`src/hdl/meas_alert_consts.svh`:
```
`ifndef MEAS_ALERT_CONSTS_SVH
`define MEAS_ALERT_CONSTS_SVH
// ==========================================================
// register word addresses
`define ADDR_STATUS 8'h00
`define ADDR_VOLT_LIM 8'h01
`define ADDR_TEMP_LIM 8'h02
`define ADDR_SOC_LIM 8'h03
`define ADDR_SEL_TEMP 8'h08
`define ADDR_AVG_TEMP 8'h16
`define ADDR_TEMP_PEAK 8'h1A
`define ADDR_CURR_PEAK 8'h1C
`define ADDR_CONFIG 8'h1D
`define ADDR_DIE_TEMP 8'h34
`define ADDR_POWER 8'hB1
`define ADDR_AVG_POWER 8'hB3
`define ADDR_CURR_LIM 8'hB4
`define ADDR_THERM_GAIN 8'h2C
`define ADDR_THERM_OFFSET 8'h2D
`define ADDR_THERM_CURVE 8'hB9
// ==========================================================
// reset values
`define RST_VOLT_LIM 16'hFF00
`define RST_TEMP_LIM 16'h7F80
`define RST_SOC_LIM 16'hFF00
`define RST_CURR_LIM 16'h7F80
`define RST_PEAK 16'h807F
`define RST_STATUS 16'h8080
`define RST_CONFIG 16'h0000
`define RST_THERM_GAIN 16'h0100
// ==========================================================
// config field positions
`define CFG_ALERT_EN 2
`define CFG_TEMP_SEL 15
`define CFG_REMOVE_EN 0
`define CFG_INSERT_EN 1
`define CFG_ONE_PCT_EN 3
`define CFG_VOLT_STICKY 12
`define CFG_TEMP_STICKY 13
`define CFG_SOC_STICKY 14
`define CFG_CURR_STICKY 11
// ==========================================================
// status field positions
`define ST_CURR_LOW 2
`define ST_CURR_HIGH 6
`define ST_VOLT_LOW 8
`define ST_TEMP_LOW 9
`define ST_SOC_LOW 10
`define ST_INSERT 11
`define ST_VOLT_HIGH 12
`define ST_TEMP_HIGH 13
`define ST_SOC_HIGH 14
`define ST_REMOVE 15
`define ST_ONE_PCT 7
// ==========================================================
// thermistor pullup sample period, in us
`define THERM_PERIOD_US 1000
`define CLK_MHZ 50
`define THERM_PERIOD_CYC (`THERM_PERIOD_US * `CLK_MHZ)
`endif

```
`src/hdl/meas_alert_pkg.sv`:
```
package meas_alert_pkg;
  // thermistor sampling sequence
  typedef enum logic [2:0] {
    TH_IDLE = 3'b001,
    TH_CONNECT = 3'b010,
    TH_CONVERT = 3'b100
  } therm_state_t;
endpackage : meas_alert_pkg

```
`src/hdl/measurement_tracking_alert_logic.sv`:
```
// Summary of operation
// - current peaks: max upper, min lower byte
// - select bit picks die or thermistor
// - thermistor pullup pulsed, ratio, then off
// - thermistor uses gain/offset/curve; die not
// - die register always die; selected follows
// - average temperature tracks selected temperature
// - temperature peaks reset to 80h/7Fh
// - writing 807Fh restarts temperature peak tracking
// - temperature peaks: max upper, min lower
// - power is current times voltage, filtered
// - alert pin only pulls low
// - insertion/removal alerts need their enables
// - threshold alerts only while enable set
// - one-percent alert on charge bit toggle
// - insertion/removal flags clear only by software
// - threshold flags sticky or self-clearing
// - voltage limits, reset FF00h, disabled
// - temperature limits signed, reset 7F80h
// - charge limits percent, reset FF00h
// - current limits signed, reset 7F80h
// - violations set low/high status flags
// - current peaks reset to 80h/7Fh
`include "meas_alert_consts.svh"
module measurement_tracking_alert_logic
  import meas_alert_pkg::*;
#(
  parameter int THERM_PERIOD = `THERM_PERIOD_CYC,
  parameter int CONVERT_CYC = 16
) (
  input wire logic core_clk,
  input wire logic sys_rst,
  // register access port
  input wire logic regWrite,
  input wire logic regRead,
  input wire logic [7:0] regAddr,
  input wire logic [15:0] regWdata,
  output logic [15:0] regRdata,
  output logic regRvalid,
  // measurement inputs from the converters
  input wire logic measUpdate,
  input wire logic [15:0] dieTempRaw,
  input wire logic [15:0] thermRatio,
  input wire logic [15:0] currentReading,
  input wire logic [15:0] cellVoltageReading,
  input wire logic [15:0] reportedChargeLevel,
  // comparator pins (asynchronous)
  input wire logic removalCmp,
  input wire logic insertionCmp,
  // thermistor pullup control and converter start
  output logic thermPullupEn,
  output logic thermConvStart,
  input wire logic thermConvDone,
  // open-drain alert pin
  output logic alertPinOut,
  output logic alertPinOe
);
  // ==========================================================
  // registers
  logic [15:0] voltLimFf, tempLimFf, socLimFf, currLimFf; // limit registers
  logic [15:0] selTempFf, avgTempFf, dieTempFf; // temperature results
  logic [15:0] tempPeakFf, currPeakFf; // peak trackers
  logic [15:0] powerFf, avgPowerFf; // power results
  logic [15:0] configFf, statusFf; // control and flags
  logic [15:0] gainFf, offsetFf, curveFf; // thermistor conversion
  logic [15:0] thermTempFf; // converted thermistor temperature
  logic [1:0] rmvSyncFf, insSyncFf; // pin synchronisers
  logic prevSocBitFf; // previous charge bit d8
  therm_state_t thStateFf; // thermistor sequencer state
  logic [31:0] thCountFf; // idle and settle cycle counter

  // ==========================================================
  // decode
  // one write strobe per writable register
  // writes to result registers and unmapped places are dropped
  wire wVolt = regWrite && (regAddr == `ADDR_VOLT_LIM);
  wire wTemp = regWrite && (regAddr == `ADDR_TEMP_LIM);
  wire wSoc = regWrite && (regAddr == `ADDR_SOC_LIM);
  wire wCurr = regWrite && (regAddr == `ADDR_CURR_LIM);
  wire wTPeak = regWrite && (regAddr == `ADDR_TEMP_PEAK);
  wire wCPeak = regWrite && (regAddr == `ADDR_CURR_PEAK);
  wire wCfg = regWrite && (regAddr == `ADDR_CONFIG);
  wire wStat = regWrite && (regAddr == `ADDR_STATUS);
  wire wGain = regWrite && (regAddr == `ADDR_THERM_GAIN);
  wire wOff = regWrite && (regAddr == `ADDR_THERM_OFFSET);
  wire wCurve = regWrite && (regAddr == `ADDR_THERM_CURVE);

  // read mux
  // address picks the word handed back on a read strobe
  // a miss reads as zero rather than the last word seen
  logic [15:0] rdMux;
  always_comb begin
    if (regAddr == `ADDR_STATUS) begin
      rdMux = statusFf;
    end else if (regAddr == `ADDR_VOLT_LIM) begin
      rdMux = voltLimFf;
    end else if (regAddr == `ADDR_TEMP_LIM) begin
      rdMux = tempLimFf;
    end else if (regAddr == `ADDR_SOC_LIM) begin
      rdMux = socLimFf;
    end else if (regAddr == `ADDR_SEL_TEMP) begin
      rdMux = selTempFf;
    end else if (regAddr == `ADDR_AVG_TEMP) begin
      rdMux = avgTempFf;
    end else if (regAddr == `ADDR_TEMP_PEAK) begin
      rdMux = tempPeakFf;
    end else if (regAddr == `ADDR_CURR_PEAK) begin
      rdMux = currPeakFf;
    end else if (regAddr == `ADDR_CONFIG) begin
      rdMux = configFf;
    end else if (regAddr == `ADDR_DIE_TEMP) begin
      rdMux = dieTempFf;
    end else if (regAddr == `ADDR_POWER) begin
      rdMux = powerFf;
    end else if (regAddr == `ADDR_AVG_POWER) begin
      rdMux = avgPowerFf;
    end else if (regAddr == `ADDR_CURR_LIM) begin
      rdMux = currLimFf;
    end else if (regAddr == `ADDR_THERM_GAIN) begin
      rdMux = gainFf;
    end else if (regAddr == `ADDR_THERM_OFFSET) begin
      rdMux = offsetFf;
    end else if (regAddr == `ADDR_THERM_CURVE) begin
      rdMux = curveFf;
    end else begin
      rdMux = 16'h0000; // unmapped reads as zero
    end
  end

  // ==========================================================
  // temperature source and conversion
  // thermistor: temp = (ratio*gain)>>14 + offset + curve correction, die path untouched
  // gain 0100h scales the ratio by 1/64
  // the sum wraps silently, so out-of-range settings are the host's concern
  // die results bypass gain, offset and curve entirely
  wire signed [31:0] gainProd = $signed({1'b0, thermRatio}) * $signed(gainFf[15:0]);
  wire signed [15:0] curveTerm = $signed(curveFf) >>> 4;
  wire [15:0] thermConv = 16'(gainProd[29:14]) + offsetFf + 16'(curveTerm);
  wire tempSel = configFf[`CFG_TEMP_SEL];
  wire [15:0] nxtSelTemp = tempSel ? thermTempFf : dieTempRaw;

  // readings, upper bytes used for compares, signed for temperature and current
  // only the upper byte takes part, matching the 8-bit limits
  wire signed [7:0] tempHi = nxtSelTemp[15:8];
  wire signed [7:0] currHi = currentReading[15:8];
  wire [7:0] voltHi = cellVoltageReading[15:8]; // 20 mV steps
  wire [7:0] socHi = reportedChargeLevel[15:8]; // 1 % steps

  // power: current * voltage, upper half kept
  // voltage is zero-extended, so only the current carries a sign
  // the average uses the same 1/8 filter as temperature
  wire signed [32:0] powProd = $signed(currentReading) * $signed({1'b0, cellVoltageReading});
  wire [15:0] nxtPower = powProd[31:16];

  // ==========================================================
  // threshold comparisons
  // strict compares: a reading equal to a limit is inside
  // reset limits sit at the extremes, so nothing trips
  // until the host narrows them
  wire vLow = voltHi < voltLimFf[7:0];
  wire vHigh = voltHi > voltLimFf[15:8];
  wire tLow = tempHi < $signed(tempLimFf[7:0]);
  wire tHigh = tempHi > $signed(tempLimFf[15:8]);
  wire sLow = socHi < socLimFf[7:0];
  wire sHigh = socHi > socLimFf[15:8];
  wire iLow = currHi < $signed(currLimFf[7:0]);
  wire iHigh = currHi > $signed(currLimFf[15:8]);
  wire alertEn = configFf[`CFG_ALERT_EN];

  // peak updates
  // each field only moves outward between restarts
  // reset values 80h/7Fh force the first update into both fields
  wire signed [7:0] temperature_upper_limit = tempPeakFf[15:8];
  wire signed [7:0] temperature_lower_limit = tempPeakFf[7:0];
  wire signed [7:0] cMax = currPeakFf[15:8];
  wire signed [7:0] cMin = currPeakFf[7:0];
  wire [7:0] nxtTMax = (tempHi > temperature_upper_limit) ? tempHi : temperature_upper_limit;
  wire [7:0] nxtTMin = (tempHi < temperature_lower_limit) ? tempHi : temperature_lower_limit;
  wire [7:0] nxtCMax = (currHi > cMax) ? currHi : cMax;
  wire [7:0] nxtCMin = (currHi < cMin) ? currHi : cMin;

  // ==========================================================
  // status flag next value, set wins over software clear
  // a host clear and a fresh violation in one cycle keep the flag
  // threshold flags only set with alert enable, but may auto-clear
  // on any update while their sticky bit is off
  // insertion, removal and one-percent flags never auto-clear
  logic [15:0] setMask, autoClr, nxtStatus;
  always_comb begin
    setMask = 16'h0000;
    autoClr = 16'h0000;
    if (measUpdate && alertEn) begin
      setMask[`ST_VOLT_LOW] = vLow;
      setMask[`ST_VOLT_HIGH] = vHigh;
      setMask[`ST_TEMP_LOW] = tLow;
      setMask[`ST_TEMP_HIGH] = tHigh;
      setMask[`ST_SOC_LOW] = sLow;
      setMask[`ST_SOC_HIGH] = sHigh;
      setMask[`ST_CURR_LOW] = iLow;
      setMask[`ST_CURR_HIGH] = iHigh;
    end
    if (measUpdate) begin
      autoClr[`ST_VOLT_LOW] = !configFf[`CFG_VOLT_STICKY] && !vLow;
      autoClr[`ST_VOLT_HIGH] = !configFf[`CFG_VOLT_STICKY] && !vHigh;
      autoClr[`ST_TEMP_LOW] = !configFf[`CFG_TEMP_STICKY] && !tLow;
      autoClr[`ST_TEMP_HIGH] = !configFf[`CFG_TEMP_STICKY] && !tHigh;
      autoClr[`ST_SOC_LOW] = !configFf[`CFG_SOC_STICKY] && !sLow;
      autoClr[`ST_SOC_HIGH] = !configFf[`CFG_SOC_STICKY] && !sHigh;
      autoClr[`ST_CURR_LOW] = !configFf[`CFG_CURR_STICKY] && !iLow;
      autoClr[`ST_CURR_HIGH] = !configFf[`CFG_CURR_STICKY] && !iHigh;
      setMask[`ST_ONE_PCT] = configFf[`CFG_ONE_PCT_EN] &&
        (reportedChargeLevel[8] != prevSocBitFf);
    end
    // insertion/removal: never auto-cleared
    setMask[`ST_REMOVE] = rmvSyncFf[1] && configFf[`CFG_REMOVE_EN];
    setMask[`ST_INSERT] = insSyncFf[1] && configFf[`CFG_INSERT_EN];
    nxtStatus = statusFf;
    if (wStat) begin
      nxtStatus = statusFf & regWdata; // software clears by writing zero
    end
    nxtStatus = (nxtStatus & ~autoClr) | setMask;
  end

  // pin request: threshold flags count only with alert enable,
  // insertion, removal and one-percent flags always count
  wire alertEvent = |(statusFf & ({16{alertEn}} |
    (16'h0001 << `ST_INSERT) | (16'h0001 << `ST_REMOVE) | (16'h0001 << `ST_ONE_PCT)));

  // ==========================================================
  // thermistor sampling sequencer
  // idle counts out the sample period with the pullup off
  // connect lets the divider settle before the converter starts
  // convert waits for the converter, then drops the pullup
  // a select change mid-sample lets the sample finish first
  // hazard: the converter must answer, or the pullup stays on
  // the idle count free-runs while the die source is chosen,
  // so the first thermistor sample follows the select at once
  always_ff @(posedge core_clk or posedge sys_rst) begin
    if (sys_rst) begin
      thStateFf <= TH_IDLE;
      thCountFf <= 32'h00000000;
      thermPullupEn <= 1'b0;
      thermConvStart <= 1'b0;
      thermTempFf <= 16'h0000;
    end else begin
      thermConvStart <= 1'b0; // start is a one-cycle pulse
      case (thStateFf)
        TH_IDLE: begin
          thCountFf <= thCountFf + 32'h00000001;
          if (tempSel && thCountFf >= 32'(THERM_PERIOD - 1)) begin
            thCountFf <= 32'h00000000;
            thermPullupEn <= 1'b1;
            thStateFf <= TH_CONNECT;
          end
        end
        TH_CONNECT: begin
          thCountFf <= thCountFf + 32'h00000001;
          if (thCountFf >= 32'(CONVERT_CYC - 1)) begin
            thermConvStart <= 1'b1;
            thStateFf <= TH_CONVERT;
          end
        end
        TH_CONVERT: begin
          if (thermConvDone) begin
            thermPullupEn <= 1'b0;
            thermTempFf <= thermConv;
            thCountFf <= 32'h00000000;
            thStateFf <= TH_IDLE;
          end
        end
        default: begin
          thStateFf <= TH_IDLE; // unreachable codes recover to idle
        end
      endcase
    end
  end

  // ==========================================================
  // measurement results and peaks
  // results only move on a measurement update strobe
  // both averages are first-order filters weighting new samples 1/8
  // the die register ignores the select bit on purpose
  always_ff @(posedge core_clk or posedge sys_rst) begin
    if (sys_rst) begin
      selTempFf <= 16'h0000;
      dieTempFf <= 16'h0000;
      avgTempFf <= 16'h0000;
      powerFf <= 16'h0000;
      avgPowerFf <= 16'h0000;
      prevSocBitFf <= 1'b0;
    end else if (measUpdate) begin
      dieTempFf <= dieTempRaw;
      selTempFf <= nxtSelTemp;
      avgTempFf <= 16'(avgTempFf - 16'($signed(avgTempFf) >>> 3) + 16'($signed(nxtSelTemp) >>> 3));
      powerFf <= nxtPower;
      avgPowerFf <= 16'(avgPowerFf - 16'($signed(avgPowerFf) >>> 3) + 16'($signed(nxtPower) >>> 3));
      prevSocBitFf <= reportedChargeLevel[8];
    end
  end

  // peak trackers: host write reloads, else follow updates
  // a host write wins over an update in the same cycle
  // writing 807Fh puts a tracker back to its power-up state
  always_ff @(posedge core_clk or posedge sys_rst) begin
    if (sys_rst) begin
      tempPeakFf <= `RST_PEAK;
      currPeakFf <= `RST_PEAK;
    end else begin
      if (wTPeak) begin
        tempPeakFf <= regWdata;
      end else if (measUpdate) begin
        tempPeakFf <= {nxtTMax, nxtTMin};
      end
      if (wCPeak) begin
        currPeakFf <= regWdata;
      end else if (measUpdate) begin
        currPeakFf <= {nxtCMax, nxtCMin};
      end
    end
  end

  // ==========================================================
  // writable configuration
  // limits reset to their disabled extremes
  // gain resets to 0100h, offset and curve to zero
  always_ff @(posedge core_clk or posedge sys_rst) begin
    if (sys_rst) begin
      voltLimFf <= `RST_VOLT_LIM;
      tempLimFf <= `RST_TEMP_LIM;
      socLimFf <= `RST_SOC_LIM;
      currLimFf <= `RST_CURR_LIM;
      configFf <= `RST_CONFIG;
      gainFf <= `RST_THERM_GAIN;
      offsetFf <= 16'h0000;
      curveFf <= 16'h0000;
    end else begin
      if (wVolt) voltLimFf <= regWdata;
      if (wTemp) tempLimFf <= regWdata;
      if (wSoc) socLimFf <= regWdata;
      if (wCurr) currLimFf <= regWdata;
      if (wCfg) configFf <= regWdata;
      if (wGain) gainFf <= regWdata;
      if (wOff) offsetFf <= regWdata;
      if (wCurve) curveFf <= regWdata;
    end
  end

  // status, synchronisers, alert pin, read data
  // comparator pins pass two flops before the flag logic reads them
  // alert pin: level fixed low, the enable pulls the line down
  // the pin follows the flags one cycle later
  // read data is captured on the strobe and held until the next read
  // status resets with removal and one-percent flags set
  always_ff @(posedge core_clk or posedge sys_rst) begin
    if (sys_rst) begin
      statusFf <= `RST_STATUS;
      rmvSyncFf <= 2'b00;
      insSyncFf <= 2'b00;
      alertPinOe <= 1'b0;
      alertPinOut <= 1'b0;
      regRdata <= 16'h0000;
      regRvalid <= 1'b0;
    end else begin
      rmvSyncFf <= {rmvSyncFf[0], removalCmp}; // first flop read only here
      insSyncFf <= {insSyncFf[0], insertionCmp}; // first flop read only here
      statusFf <= nxtStatus;
      alertPinOe <= alertEvent;
      alertPinOut <= 1'b0;
      regRvalid <= regRead;
      if (regRead) regRdata <= rdMux;
    end
  end
endmodule : measurement_tracking_alert_logic

```
`config.mk`:
```
export PLATFORM = sky130hd
export DESIGN_NAME = measurement_tracking_alert_logic
export DESIGN_NICKNAME = d
export VERILOG_FILES = /design/src/hdl/meas_alert_pkg.sv /design/src/hdl/measurement_tracking_alert_logic.sv
export VERILOG_INCLUDE_DIRS = /design/src /design/src/hdl
export SDC_FILE = /design/constraint.sdc
export NUM_CORES = 2
export LEC_CHECK = 0
export BUFFER_PORTS_ARGS = -buffer_cell sky130_fd_sc_hd__buf_2
export CAP_MARGIN = 10
export CORE_ASPECT_RATIO = 2
export CORE_UTILIZATION = 50
export CTS_CLUSTER_DIAMETER = 100
export DETAILED_ROUTE_END_ITERATION = 10
export GPL_TIMING_DRIVEN = 0
export PLACE_DENSITY_LB_ADDON = 0.2
export SLEW_MARGIN = 25
export SYNTH_ARGS = -nofsm -noshare
export SYNTH_HDL_FRONTEND = slang
export SYNTH_SLANG_ARGS = --single-unit
export TNS_END_PERCENT = 1
```
`constraint.sdc`:
```
create_clock -name core_clk -period 11.59 [get_ports core_clk]
set_input_delay 0.5795 -clock core_clk [delete_from_list [all_inputs] [get_ports core_clk]]
set_output_delay 0.5795 -clock core_clk [all_outputs]
set_load 0.005 [all_outputs]
```
==> reports/results.txt <==
Status: finished, violations left
Failing checks: design-rule violations
Clk slew on worst S/H paths: 0.07 ns
Area of the core: 72,700 um^2
Sequential area share after synthesis: 22.8%
Die Area: 74,500 um^2
Fmax: 92.7 MHz
Max H-tree Level: 1
GRT Util Overall: 36.3%
Initial Utilization: 50.4%
Switching Power: 5610 uW
Final TNS setup: 0 ns
CTS tree: yes
Seq pwr share: 16.1%
DRC Markers: 25
Largest stage delay, worst path: 0.85 ns
Worst Hold Class: in2reg
Area growth from synthesis to layout: 8.03%
Worst slew margin: 18.7%
Gate power share: 74.1%
Final hold vios: 0
GPL Wtd Cong: 1.03
CP delay by family, top: adder cells
Crit Path Class: in2reg
Avg Cell Area, Syn: 9.41 um^2
Clk pwr share: 9.8%
GRT overflow: 0
Max VDD drop: 0.000535 V
Largest net degree at the start of global routing: 98
Routed wire length: 131 mm
Largest buffer count on any clock path: 3
Final #Nets: 4,950
Min-delay src: removalCmp
EDFF count, synth: 0
CP bufs+invs: 6
Hold Path Sink: rmvSyncFf[0]
Maxcap violations: 0
Netlist Area Pre-Place: 36,600 um^2
Commonest cells after routing, fill and taps aside: inv_1, nand2_1, fa_1, ha_1, dfrtp_1
Iter 0 DRT Violations: 1,999
Worst Slack Setup Final: 0.805 ns
Switching Fraction: 50.9%
Port Buf Inserts: 122
Post-DRT Antenna Nets: 0
First-pass GRT wire length: 196 mm
Setup Skew: 0.0233 ns
HPWL after DPL: 106 mm
Worst reg2reg path endpoint: thermTempFf[15]
Endpoints failing setup: 0
Synth cell types: 88
Number of post-CTS setup repair buffers: 0
Final Power: 11,000 uW
Synth warnings: 0
Cells after Synth: 3,895
Clock sinks: 332
DR vias/cell: 5.87
Internal: 5400 uW
Commonest non-fill, non-tap cell in the layout: inv_1
Post-CTS resize count: 0
Number of synthesized register bits: 332
WP data required: 12.05 ns
Drt pass-1 iters: 11
Most used cell along the critical path: fa_1
Total number of vias: 29,400
Vias in the first global route: 31,400
Critical path's slowest cell: a221oi_1
FFs w/ async S/R, synth: 100%
Crit Reg-Reg Startpoint: gainFf[2]
Leak: 0.0198 uW
Cts bufs inserted: 29
Worst R2R Path Depth: 32
PD cells: 278 nW/um^2
Critical path startpoint category: input port
Rows: 140
Worst slew pin tran: 1.22 ns
DP Cell Count: 4,944
Worst EP arrival: 11.24 ns
Main flop type after synthesis: dfrtp_1
Finished Layout Cells: 5,006
Min Tclk post-route: 10.78 ns
Initial antenna violation count: 6
Final worst path period share: 93.1%
Worst slack at placement: 0.334 ns
CP Max Fanout: 10
Skew-Pair Late Insertion Delay: 0.61 ns
Layout cell share with drive strength beyond 1: 10.6%
Boundary Pins: 133
Die Ht: 385 um
R2r setup slk: 2.15 ns
Clock root cell: clkbuf_16
RSZ-0062 raised after global routing: no
Mean routed wirelength per cell: 26.2 um
Min-Delay Path Depth: 1
Worst Setup End Kind: register
Die width: 193 um
Synthesized net count: 4,791
Max-slew violation count: 0
-- per-stage QoR --
| stage | utilization, % | hold slack [ns] | cell area, um^2 |
|---|---|---|---|
| after global placement | 52.8 | 0.334 | 38400 |
| after floorplan | - | 0.331 | 36600 |
| after CTS | 54.4 | 0.0557 | 39600 |
| after detailed placement | 53.0 | 0.336 | 38600 |
| final | 54.5 | 0.0713 | 39600 |
| after global routing | 54.4 | 0.0670 | 39600 |
-- cells in the mapped netlist, types with 26 or more instances --
library cell,count,area (um^2)
ha_1,352,4400
dfstp_2,52,1370
dfrtp_1,280,7010
nor2_1,149,559
nor3_1,35,175
and2_1,227,1420
clkbuf_1,149,559
nand2b_1,36,225
a21o_1,40,300
o21ai_0,117,586
inv_1,701,2630
nand3_1,44,220
xnor2_1,67,587
mux2_2,142,1600
xor2_1,42,368
o21a_1,36,270
fa_1,432,8650
a221oi_1,26,228
a21oi_1,142,711
nand2_1,432,1620
mux2i_1,57,571
-- power groups by stage --
stage / Clock, uW / Combinational, uW / Sequential, uW
after global placement: 0 / 7920 / 1780
after detailed placement: 0 / 8060 / 1780
after global routing: 1120 / 9170 / 1780
final: 1070 / 8160 / 1770
after CTS: 1080 / 8140 / 1760
after floorplan: 0 / 6030 / 1590
-- metal layers --
layer / track usage (%) / vias up / share of wire (%)
li1: - / 12900 / -
met1: 36.2 / 14700 / 33
met2: 64.3 / 1213 / 50
met3: 5.62 / 560 / 5.9
met4: 35.4 / 6 / 12
met5: 0 / - / 0.031
-- logic make-up after synthesis --
family,after synthesis,share of synthesized area (%)
XOR/XNOR,110,2.67
adder cells (fa/ha/maj),784,35.6
other,1,0.0102
buffers and inverters,870,8.96
flip-flops,332,22.8
AND/OR/NAND/NOR,1046,13.9
multiplexers,200,5.98
AO/OA/AOI/OAI,552,9.99
-- sequential cells by signal (all words and copies together), names as in the netlist, 16 cells and up --
| register | count |
|---|---|
| configFf | 16 |
| gainFf | 16 |
| currLimFf | 16 |
| tempPeakFf | 16 |
| currPeakFf | 16 |
| regRdata | 16 |
| thermTempFf | 16 |
| dieTempFf | 16 |
| curveFf | 16 |
| powerFf | 16 |
| avgTempFf | 16 |
| selTempFf | 16 |
| voltLimFf | 16 |
| thCountFf | 32 |
| tempLimFf | 16 |
| avgPowerFf | 16 |
| offsetFf | 16 |
| statusFf | 16 |
| socLimFf | 16 |
-- how the worst max path moves through the flow --
stage | start | endpoint | slack [ns] | cells past startpoint
floorplan | sys_rst | alertPinOe | 1.90 | 1
global placement | sys_rst | avgPowerFf[10] | -2.25 | 2
detailed placement | currentReading[8] | avgPowerFf[14] | 0.33 | 36
CTS | currentReading[8] | avgPowerFf[14] | 0.92 | 36
global route | currentReading[8] | avgPowerFf[14] | 0.28 | 36
finish | currentReading[8] | avgPowerFf[14] | 0.81 | 33
-- worst reg2reg max path: cells and delay by family (launching register included) --
kind | cells | cell delay (ns)
simple gates | 2 | 0.30
compound gates | 14 | 3.26
fa+ha+maj | 9 | 3.72
flops | 1 | 0.32
xor+xnor | 2 | 0.46
buf+inv | 5 | 1.24
-- layout make-up --
type / count / area [um^2]
Antenna cell: 6 / 15.0
Multi-Input combinational cell: 2693 / 25000
Fill cell: 6828 / 33100
Buffer: 167 / 662
Inverter: 703 / 2650
Clock inverter: 15 / 194
Clock buffer: 39 / 803
Tap cell: 923 / 1150
Timing Repair Buffer: 128 / 742
Sequential cell: 332 / 8370
-- timing repair --
item	in CTS	in global routing
endpoints found under the hold margin	41	0
setup endpoints to repair	0	0
hold buffers	1	0
Power figures use the tool's default switching activity.
